File: src/tlp_pkg.sv
package tlp_pkg;

	localparam int unsigned TLP_ADDR_W  = 6;
	localparam int unsigned TLP_DUTY_W  = 11;

	localparam logic [5:0] TLP_GEN0_CONTROL   = 6'h20;
	localparam logic [5:0] TLP_GEN_CLK_CONFIG = 6'h21;
	localparam logic [5:0] TLP_GEN0_DUTY_HIGH = 6'h22;
	localparam logic [5:0] TLP_GEN0_DUTY_LOW  = 6'h23;
	localparam logic [5:0] TLP_BOUND_HIGH     = 6'h24;
	localparam logic [5:0] TLP_BOUND_LOW      = 6'h25;
	localparam logic [5:0] TLP_GEN1_CONTROL   = 6'h26;
	localparam logic [5:0] TLP_GEN1_DUTY_HIGH = 6'h28;
	localparam logic [5:0] TLP_GEN1_DUTY_LOW  = 6'h29;
	localparam logic [5:0] TLP_GEN2_CONTROL   = 6'h2c;
	localparam logic [5:0] TLP_GEN2_DUTY_HIGH = 6'h2e;
	localparam logic [5:0] TLP_GEN2_DUTY_LOW  = 6'h2f;

	// Control register fields
	localparam int unsigned TLP_CTL_STATUS_BIT = 6;
	localparam int unsigned TLP_CTL_INV_BIT    = 5;
	localparam int unsigned TLP_CTL_SEL_BIT    = 4;
	localparam int unsigned TLP_CTL_ROUTE_LSB  = 1;
	localparam int unsigned TLP_CTL_PRE_BIT    = 0;
	// Clock config fields
	localparam int unsigned TLP_CLK_EN_BIT     = 7;
	localparam int unsigned TLP_CLK_DIV_LSB    = 4;
	localparam int unsigned TLP_CLK_SRC_BIT    = 0;

	localparam logic [2:0] TLP_ROUTE_OFF = 3'h0;
	localparam logic [2:0] TLP_ROUTE_ONE = 3'h1;
	localparam logic [2:0] TLP_ROUTE_THR = 3'h3;
	localparam logic [2:0] TLP_ROUTE_FOU = 3'h4;
	localparam logic [2:0] TLP_ROUTE_FIV = 3'h5;

	localparam logic [7:0]  TLP_CTL_RESET  = 8'h00;
	localparam logic [7:0]  TLP_CLK_RESET  = 8'h00;
	localparam logic [10:0] TLP_DUTY_RESET = 11'h000;
	localparam logic [10:0] TLP_BOUND_RESET = 11'h7fe;
	localparam logic [2:0]  TLP_LOW_RESET  = 3'h0;

	typedef struct packed {
		logic        we;
		logic        re;
		logic [5:0]  addr;
		logic [7:0]  wdata;
	} tlp_io_req_type;

	typedef struct packed {
		logic port_b_bit5;
		logic port_a_bit0;
		logic port_b_bit4;
		logic port_b_bit6;
		logic port_a_bit4;
		logic port_b_bit7;
		logic port_b_bit3;
		logic port_a_bit3;
		logic port_b_bit2;
		logic port_a_bit5;
	} tlp_pins_type;

	typedef enum logic [1:0] {
		TLP_IDLE  = 2'b00,
		TLP_RUN   = 2'b01
	} tlp_state_type;

endpackage

File: src/tlp_prescaler.sv
`timescale 1ns/1ps

module tlp_prescaler
	import tlp_pkg::*;
#(
	parameter int unsigned DIV_W = 7
)(
	input  wire logic       core_clk,
	input  wire logic       rst,
	input  wire logic       run,
	input  wire logic       src_tick,
	input  wire logic [2:0] div_code,
	output logic            tick
);

	logic [DIV_W-1:0] cnt_q;
	logic [DIV_W-1:0] cnt_d;
	logic [DIV_W-1:0] limit;
	logic             wrap;

	// Divide by two to the power of the code
	assign limit = DIV_W'((8'h01 << div_code) - 8'h01);
	assign wrap  = src_tick && (cnt_q >= limit);
	assign cnt_d = !run ? '0 : (!src_tick ? cnt_q : (wrap ? '0 : cnt_q + 1'b1));
	assign tick  = run && wrap;

	always_ff @(posedge core_clk)
	begin
		if (rst)
			cnt_q <= '0;
		else
			cnt_q <= cnt_d;
	end

endmodule // tlp_prescaler

File: src/tlp_led_pwm.sv
`timescale 1ns/1ps

//////////////////////////////////////////////////////////////////////////////
// Operation
// - Generators run only while the global enable bit is set.
// - Prescaler code 0..7 divides generator clock by 1 through 128.
// - Source bit 0 selects system clock, 1 selects fast RC or double.
// - Duty is 11 bits: high byte bits 10..3, low byte 7..5 bits 2..0.
// - Bound high byte bits 10..3, low byte 7..6 bits 2..1, bit 0 fixed.
// - Control bit 6 reads back the generator's present output level.
// - Control bit 5 inverts that generator's output.
// - Generator a may output a xor b or a or b, chosen by bit 0.
// - Generator a routing: off, port B5, port A0, port B4.
// - Generator b path carries its own or generator c's waveform.
// - Generator b routing: off, port B6, port A4, port B7.
// - Generator c path may carry its waveform divided by two.
// - Generator c routing: off, port B3, A3, B2, A5.
module tlp_led_pwm
	import tlp_pkg::*;
#(
	parameter bit FAST_RC_DOUBLE = 1'b0
)(
	input  wire logic           core_clk,
	input  wire logic           rst,
	input  wire logic           fast_rc_tick,
	input  wire logic           fast_rc_tick_x2,
	input  wire tlp_io_req_type io_req,
	output logic [7:0]          io_rdata,
	output logic                io_hit,
	output tlp_pins_type        pin_out,
	output tlp_pins_type        pin_oe
);

	//////////////////////////////////////////////////////////////////////////
	// Registers

	logic [7:0]            ctl_q [3];
	logic [7:0]            clk_cfg_q;
	logic [10:0]           duty_q [3];
	logic [2:0]            duty_low_q [3];
	logic [10:0]           bound_q;
	logic [10:0]           cnt_q;
	logic [10:0]           cnt_d;
	logic                  half_q;
	logic [2:0]            level_q;
	tlp_state_type         state_q;
	tlp_state_type         state_d;

	logic                  wr;
	logic                  enable;
	logic                  src_tick;
	logic                  tick;
	logic [2:0]            raw;
	logic [2:0]            path;
	logic [2:0]            level_d;
	logic [2:0]            route [3];
	logic                  wr_ctl  [3];
	logic                  wr_dh   [3];
	logic                  wr_dl   [3];

	function automatic logic [10:0] duty_join(input logic [7:0] hi, input logic [2:0] lo);
		return {hi, lo};
	endfunction

	//////////////////////////////////////////////////////////////////////////
	// Address decode

	assign wr = io_req.we;
	assign wr_ctl[0] = wr && (io_req.addr == TLP_GEN0_CONTROL);
	assign wr_ctl[1] = wr && (io_req.addr == TLP_GEN1_CONTROL);
	assign wr_ctl[2] = wr && (io_req.addr == TLP_GEN2_CONTROL);
	assign wr_dh[0]  = wr && (io_req.addr == TLP_GEN0_DUTY_HIGH);
	assign wr_dh[1]  = wr && (io_req.addr == TLP_GEN1_DUTY_HIGH);
	assign wr_dh[2]  = wr && (io_req.addr == TLP_GEN2_DUTY_HIGH);
	assign wr_dl[0]  = wr && (io_req.addr == TLP_GEN0_DUTY_LOW);
	assign wr_dl[1]  = wr && (io_req.addr == TLP_GEN1_DUTY_LOW);
	assign wr_dl[2]  = wr && (io_req.addr == TLP_GEN2_DUTY_LOW);

	assign io_hit = (io_req.addr >= TLP_GEN0_CONTROL) && (io_req.addr <= TLP_GEN2_DUTY_LOW);

	// Only control registers read back; write-only ones read zero
	always_comb
	begin
		io_rdata = 8'h00;
		case (io_req.addr)
			TLP_GEN0_CONTROL: io_rdata = {1'b0, level_q[0], ctl_q[0][5:0]};
			TLP_GEN1_CONTROL: io_rdata = {1'b0, level_q[1], ctl_q[1][5:0]};
			TLP_GEN2_CONTROL: io_rdata = {1'b0, level_q[2], ctl_q[2][5:0]};
			default:          io_rdata = 8'h00;
		endcase
	end

	//////////////////////////////////////////////////////////////////////////
	// Register writes

	for (genvar g = 0; g < 3; g++)
	begin : g_gen_regs
		always_ff @(posedge core_clk)
		begin
			if (rst)
			begin
				ctl_q[g]      <= TLP_CTL_RESET;
				duty_q[g]     <= TLP_DUTY_RESET;
				duty_low_q[g] <= TLP_LOW_RESET;
			end
			else
			begin
				if (wr_ctl[g])
					ctl_q[g] <= {2'b00, io_req.wdata[5:0]};
				if (wr_dl[g])
					duty_low_q[g] <= io_req.wdata[7:5];
				if (wr_dh[g])
					duty_q[g] <= duty_join(io_req.wdata, duty_low_q[g]);
			end
		end
	end

	always_ff @(posedge core_clk)
	begin
		if (rst)
		begin
			clk_cfg_q <= TLP_CLK_RESET;
			bound_q   <= TLP_BOUND_RESET;
		end
		else
		begin
			if (wr && (io_req.addr == TLP_GEN_CLK_CONFIG))
				clk_cfg_q <= {io_req.wdata[7:4], 3'h0, io_req.wdata[0]};
			if (wr && (io_req.addr == TLP_BOUND_HIGH))
				bound_q[10:3] <= io_req.wdata;
			if (wr && (io_req.addr == TLP_BOUND_LOW))
				bound_q[2:1] <= io_req.wdata[7:6];
		end
	end

	//////////////////////////////////////////////////////////////////////////
	// Clock source and prescaler

	assign enable = clk_cfg_q[TLP_CLK_EN_BIT];
	assign src_tick = !clk_cfg_q[TLP_CLK_SRC_BIT] ? 1'b1
		: (FAST_RC_DOUBLE ? fast_rc_tick_x2 : fast_rc_tick);

	tlp_prescaler #(
		.DIV_W    (7)
	) u_prescaler (
		.core_clk (core_clk),
		.rst      (rst),
		.run      (state_q == TLP_RUN),
		.src_tick (src_tick),
		.div_code (clk_cfg_q[TLP_CLK_DIV_LSB +: 3]),
		.tick     (tick)
	);

	//////////////////////////////////////////////////////////////////////////
	// Shared counter and comparators

	always_comb
	begin
		state_d = state_q;
		case (state_q)
			TLP_IDLE: if (enable) state_d = TLP_RUN;
			TLP_RUN:  if (!enable) state_d = TLP_IDLE;
			default:  state_d = TLP_IDLE;
		endcase
	end

	assign cnt_d = (state_q != TLP_RUN) ? 11'h000
		: (!tick ? cnt_q : ((cnt_q >= bound_q) ? 11'h000 : cnt_q + 11'h001));

	for (genvar g = 0; g < 3; g++)
	begin : g_cmp
		assign raw[g] = (state_q == TLP_RUN) && (cnt_q < duty_q[g]);
	end

	// Path selection
	assign path[0] = !ctl_q[0][TLP_CTL_SEL_BIT] ? raw[0]
		: (ctl_q[0][TLP_CTL_PRE_BIT] ? (raw[0] | raw[1]) : (raw[0] ^ raw[1]));
	assign path[1] = ctl_q[1][TLP_CTL_SEL_BIT] ? raw[2] : raw[1];
	assign path[2] = ctl_q[2][TLP_CTL_SEL_BIT] ? half_q : raw[2];

	for (genvar g = 0; g < 3; g++)
	begin : g_inv
		assign level_d[g] = path[g] ^ ctl_q[g][TLP_CTL_INV_BIT];
		assign route[g]   = ctl_q[g][TLP_CTL_ROUTE_LSB +: 3];
	end

	always_ff @(posedge core_clk)
	begin
		if (rst)
		begin
			state_q <= TLP_IDLE;
			cnt_q   <= 11'h000;
			half_q  <= 1'b0;
			level_q <= 3'h0;
		end
		else
		begin
			state_q <= state_d;
			cnt_q   <= cnt_d;
			if (state_q != TLP_RUN)
				half_q <= 1'b0;
			else if (tick && (cnt_q == 11'h000) && (duty_q[2] != 11'h000))
				half_q <= !half_q;
			level_q <= level_d;
		end
	end

	//////////////////////////////////////////////////////////////////////////
	// Pin routing

	always_comb
	begin
		pin_oe = '0;
		pin_out = '0;
		case (route[0])
			TLP_ROUTE_ONE: pin_oe.port_b_bit5 = 1'b1;
			TLP_ROUTE_THR: pin_oe.port_a_bit0 = 1'b1;
			TLP_ROUTE_FOU: pin_oe.port_b_bit4 = 1'b1;
			default:       pin_oe.port_b_bit5 = 1'b0;
		endcase
		case (route[1])
			TLP_ROUTE_ONE: pin_oe.port_b_bit6 = 1'b1;
			TLP_ROUTE_THR: pin_oe.port_a_bit4 = 1'b1;
			TLP_ROUTE_FOU: pin_oe.port_b_bit7 = 1'b1;
			default:       pin_oe.port_b_bit6 = 1'b0;
		endcase
		case (route[2])
			TLP_ROUTE_ONE: pin_oe.port_b_bit3 = 1'b1;
			TLP_ROUTE_THR: pin_oe.port_a_bit3 = 1'b1;
			TLP_ROUTE_FOU: pin_oe.port_b_bit2 = 1'b1;
			TLP_ROUTE_FIV: pin_oe.port_a_bit5 = 1'b1;
			default:       pin_oe.port_b_bit3 = 1'b0;
		endcase
		pin_out.port_b_bit5 = pin_oe.port_b_bit5 & level_q[0];
		pin_out.port_a_bit0 = pin_oe.port_a_bit0 & level_q[0];
		pin_out.port_b_bit4 = pin_oe.port_b_bit4 & level_q[0];
		pin_out.port_b_bit6 = pin_oe.port_b_bit6 & level_q[1];
		pin_out.port_a_bit4 = pin_oe.port_a_bit4 & level_q[1];
		pin_out.port_b_bit7 = pin_oe.port_b_bit7 & level_q[1];
		pin_out.port_b_bit3 = pin_oe.port_b_bit3 & level_q[2];
		pin_out.port_a_bit3 = pin_oe.port_a_bit3 & level_q[2];
		pin_out.port_b_bit2 = pin_oe.port_b_bit2 & level_q[2];
		pin_out.port_a_bit5 = pin_oe.port_a_bit5 & level_q[2];
	end

endmodule // tlp_led_pwm

File: config.mk
export PLATFORM = sky130hd
export DESIGN_NAME = tlp_led_pwm
export DESIGN_NICKNAME = d
export VERILOG_FILES = /design/src/tlp_pkg.sv /design/src/tlp_prescaler.sv /design/src/tlp_led_pwm.sv
export SDC_FILE = /design/constraint.sdc
export NUM_CORES = 1
export LEC_CHECK = 0
export BUFFER_PORTS_ARGS = -buffer_cell sky130_fd_sc_hd__buf_2
export CORE_MARGIN = 5
export CORE_UTILIZATION = 40
export CTS_BUF_LIST = sky130_fd_sc_hd__clkbuf_8 sky130_fd_sc_hd__clkbuf_16
export DETAILED_ROUTE_END_ITERATION = 8
export PLACE_DENSITY = 0.6
export RECOVER_POWER = 100
export SYNTH_ARGS = -nofsm -noshare
export SYNTH_HDL_FRONTEND = slang
export SYNTH_HIERARCHICAL = 1
export SYNTH_SLANG_ARGS = --single-unit
export TNS_END_PERCENT = 30
File: constraint.sdc
create_clock -name core_clk -period 4.46 [get_ports core_clk]
set_clock_uncertainty 0.05 [all_clocks]
set_input_delay 0.223 -clock core_clk [delete_from_list [all_inputs] [get_ports core_clk]]
set_output_delay 0.223 -clock core_clk [all_outputs]
set_load 0.02 [all_outputs]
==> flow_summary.toml <==
[run_status]
outcome = "complete, no violations"

[cts]
cts_setup_buffers = 0
cts.clk_slew.worst_paths_ns = 0.07
hold_buffers = 0
cts.sinks = 98
ctsLongestPathBuffers = 2
clockRootBuffer = "clkbuf_16"
cts_made_buffers = 9
cts_tree = "yes"
clk_latency_ns = 0.35
cts.repair.resized = 0
ctsHtreeMaxLevel = 3

[cells_and_area]
fin_nets = 685
layout-drive-gt1-share = 0.0550
syn2layout_area_growth_pct = 10.4
n_antenna_cell = 0

[logic_synthesis]
yosysWarnings = 6
synth_seq_cells = 98
syn_inst = 571
syn-num-nets = 643
async_flop_share = 0
syn_area_um2 = 5610
avgSynthCellArea_um2 = 9.82
synth_enable_flop_cells = 60
synth_flop_cell = "edfxtp_1"
ys_seq_area_frac = 0.457
synth.distinct_cells = 56

[route]
first_pass_iters = 6
viasPerCell = 5.23
drt-total-wl_um = 13200
post_drt_wl_per_cell_um = 16.5
ant_nets = 0
vias = 4170
drt_iter0_markers = 229
post-route-drc-count = 0

[worst_setup_path]
crit_type = "reg2reg"
crit_arrival_ns = 4.05
endpoint_kind = "flip-flop"
cp_max_fo = 8
critPathLaunchType = "flip-flop"
worstPathRequired_ns = 4.62

[power_and_ir_drop]
p_per_area_nw_per_um2 = 305
ir_worst_vdd_mv = 0.192
p_leak_uw = 0.00263

[job]
max-cap-violations = 0

[sta]
worstMarginPinSlew_ns = 1.23
period_share = 0.873
timing.final.ws_setup_ns = 0.567
grt_setup_unrepaired = "no"
final-max-slew-violation-count = 0
finalHoldViolations = 0
max_freq_mhz = 257
tns_ns = 0
holdWs_ns = 0.189
fin_crit_ns = 3.89
worst_slew_margin_rel = 0.170
setup_viol = 0

[grt]
grt_pass1_vias = 4051
globalRouteOverflowTotal = 0
antenna_found_initial = 1
grt_pass1_wl_um = 21300
track_usage = 0.168
grt_max_degree = 22

[hold_path]
hold_class = "in2reg"

[floorplan]
fp.dieW_um = 128
rows = 43
core_area_um2 = 13800
start_util = 0.406
io-pin-count = 49
die_h_um = 128
die_area_um2 = 16500

[place]
dp_hpwl_um = 9640
place_worst_setup_slack_ns = 0.680
io_buffers = 45
place_congestion = 0.801
==> layout by cell type, fill, tap and decap left out, drive strengths merged, types with 3 or more instances in the layout <==
| cell | n |
|---|---|
| and3 | 13 |
| o31ai | 3 |
| and2 | 63 |
| nand4 | 10 |
| a22oi | 8 |
| dfxtp | 38 |
| or3 | 4 |
| nor2 | 32 |
| edfxtp | 60 |
| nand2 | 56 |
| o21ai | 12 |
| o211ai | 10 |
| nor3b | 7 |
| nor2b | 13 |
| nor4 | 5 |
| nor3 | 12 |
| a31oi | 5 |
| nand3 | 20 |
| ha | 52 |
| a21o | 8 |
| buf | 18 |
| clkinv | 4 |
| inv | 56 |
| a21oi | 20 |
| xor2 | 13 |
| xnor2 | 5 |
| nand2b | 6 |
| clkbuf | 39 |
==> power breakdown <==
part	total, uW	internal (uW)	switching (uW)
Sequential	1010	989	16.2
Combinational	109	31.2	77.4
Clock	778	434	344
==> layer usage <==
layer / track usage / share of wire
met5: 0 / 0
met4: 0.0674 / 0.022
met3: 0.0262 / 0.042
met2: 0.269 / 0.47
met1: 0.227 / 0.46
==> sequential cells by signal, summed over array words and instances, names as in the netlist <==
register and flops:
bound_q 10, u_prescaler/cnt_q 7, clk_cfg_q 5, half_q 1
cnt_q 11, state_q 1, level_q 3, ctl_q 18
duty_low_q 9, duty_q 33
==> synth_stat cells, drive strengths merged, types with 3 or more instances <==
| cell | number | area [um^2] |
|---|---|---|
| xnor2 | 5 | 43.8 |
| inv | 55 | 206 |
| edfxtp | 60 | 1800 |
| a21o | 8 | 60.1 |
| and2 | 63 | 394 |
| ha | 52 | 651 |
| buf | 8 | 53.8 |
| a22oi | 8 | 73.8 |
| nor2 | 32 | 123 |
| nand3 | 20 | 105 |
| and3 | 13 | 86.3 |
| nor3b | 7 | 52.6 |
| nand2b | 6 | 37.5 |
| xor2 | 13 | 114 |
| o31ai | 3 | 22.5 |
| clkbuf | 9 | 33.8 |
| o211ai | 10 | 75.1 |
| nand4 | 10 | 62.6 |
| or3 | 4 | 25.0 |
| a31oi | 5 | 31.3 |
| nand2 | 56 | 210 |
| nor3 | 12 | 76.3 |
| nor2b | 13 | 81.3 |
| a21oi | 20 | 100 |
| dfxtp | 38 | 761 |
| o21ai | 12 | 63.8 |
| nor4 | 5 | 31.3 |
==> cell families after synthesis <==
kind of cell	share of synthesized area
buf+inv	0.0524
mux	0.00758
compound gates	0.0988
simple gates	0.240
fa+ha+maj	0.116
flops	0.457
other cells	0.000669
xor+xnor	0.0281
==> final cells by class <==
cell class / instances / area (um^2)
inverters: 55 / 206
flip-flops and latches: 98 / 2560
clock inverters: 7 / 71.3
clock buffers: 9 / 225
well taps: 180 / 225
multi-input cells: 401 / 2700
repair buffers: 48 / 203
fillers: 1298 / 7630
==> final timing paths <==
kind                              from                   endpoint  slack (ns)  cells after the start
min reg2reg  clk_cfg_q[7]$_SDFFE_PP0P_  clk_cfg_q[7]$_SDFFE_PP0P_        0.41                      2
min                          io_req[4]  clk_cfg_q[4]$_SDFFE_PP0P_        0.19                      3
max reg2reg  clk_cfg_q[5]$_SDFFE_PP0P_     cnt_q[10]$_SDFFE_PP0P_        0.57                     15
max          clk_cfg_q[5]$_SDFFE_PP0P_     cnt_q[10]$_SDFFE_PP0P_        0.57                     15
==> per-stage QoR <==
| step | std cells | instance area, um^2 | total power [uW] | util |
|---|---|---|---|---|
| floorplan | 571 | 5610 | 1090 | - |
| global placement | 782 | 5990 | 1130 | 0.434 |
| detailed placement | 782 | 5990 | 1140 | 0.434 |
| CTS | 798 | 6290 | 1920 | 0.455 |
| global route | 798 | 6190 | 1970 | 0.448 |
| finish | 798 | 6190 | 1890 | 0.448 |
==> worst max-delay path, cell delays in order, from the launching register on <==
cell and delay [ns]:
dfxtp_1 0.37, or3_1 0.42, ha_1 0.27, nor3_1 0.22
a21oi_1 0.08, ha_1 0.32, and3_1 0.24, nand3_1 0.13
o21ai_0 0.24, and2_1 0.38, and4_1 0.29, and3_1 0.18
and2_0 0.18, nand4_1 0.13, xor2_1 0.17, nor2_1 0.06
Power figures use the tool's default switching activity.
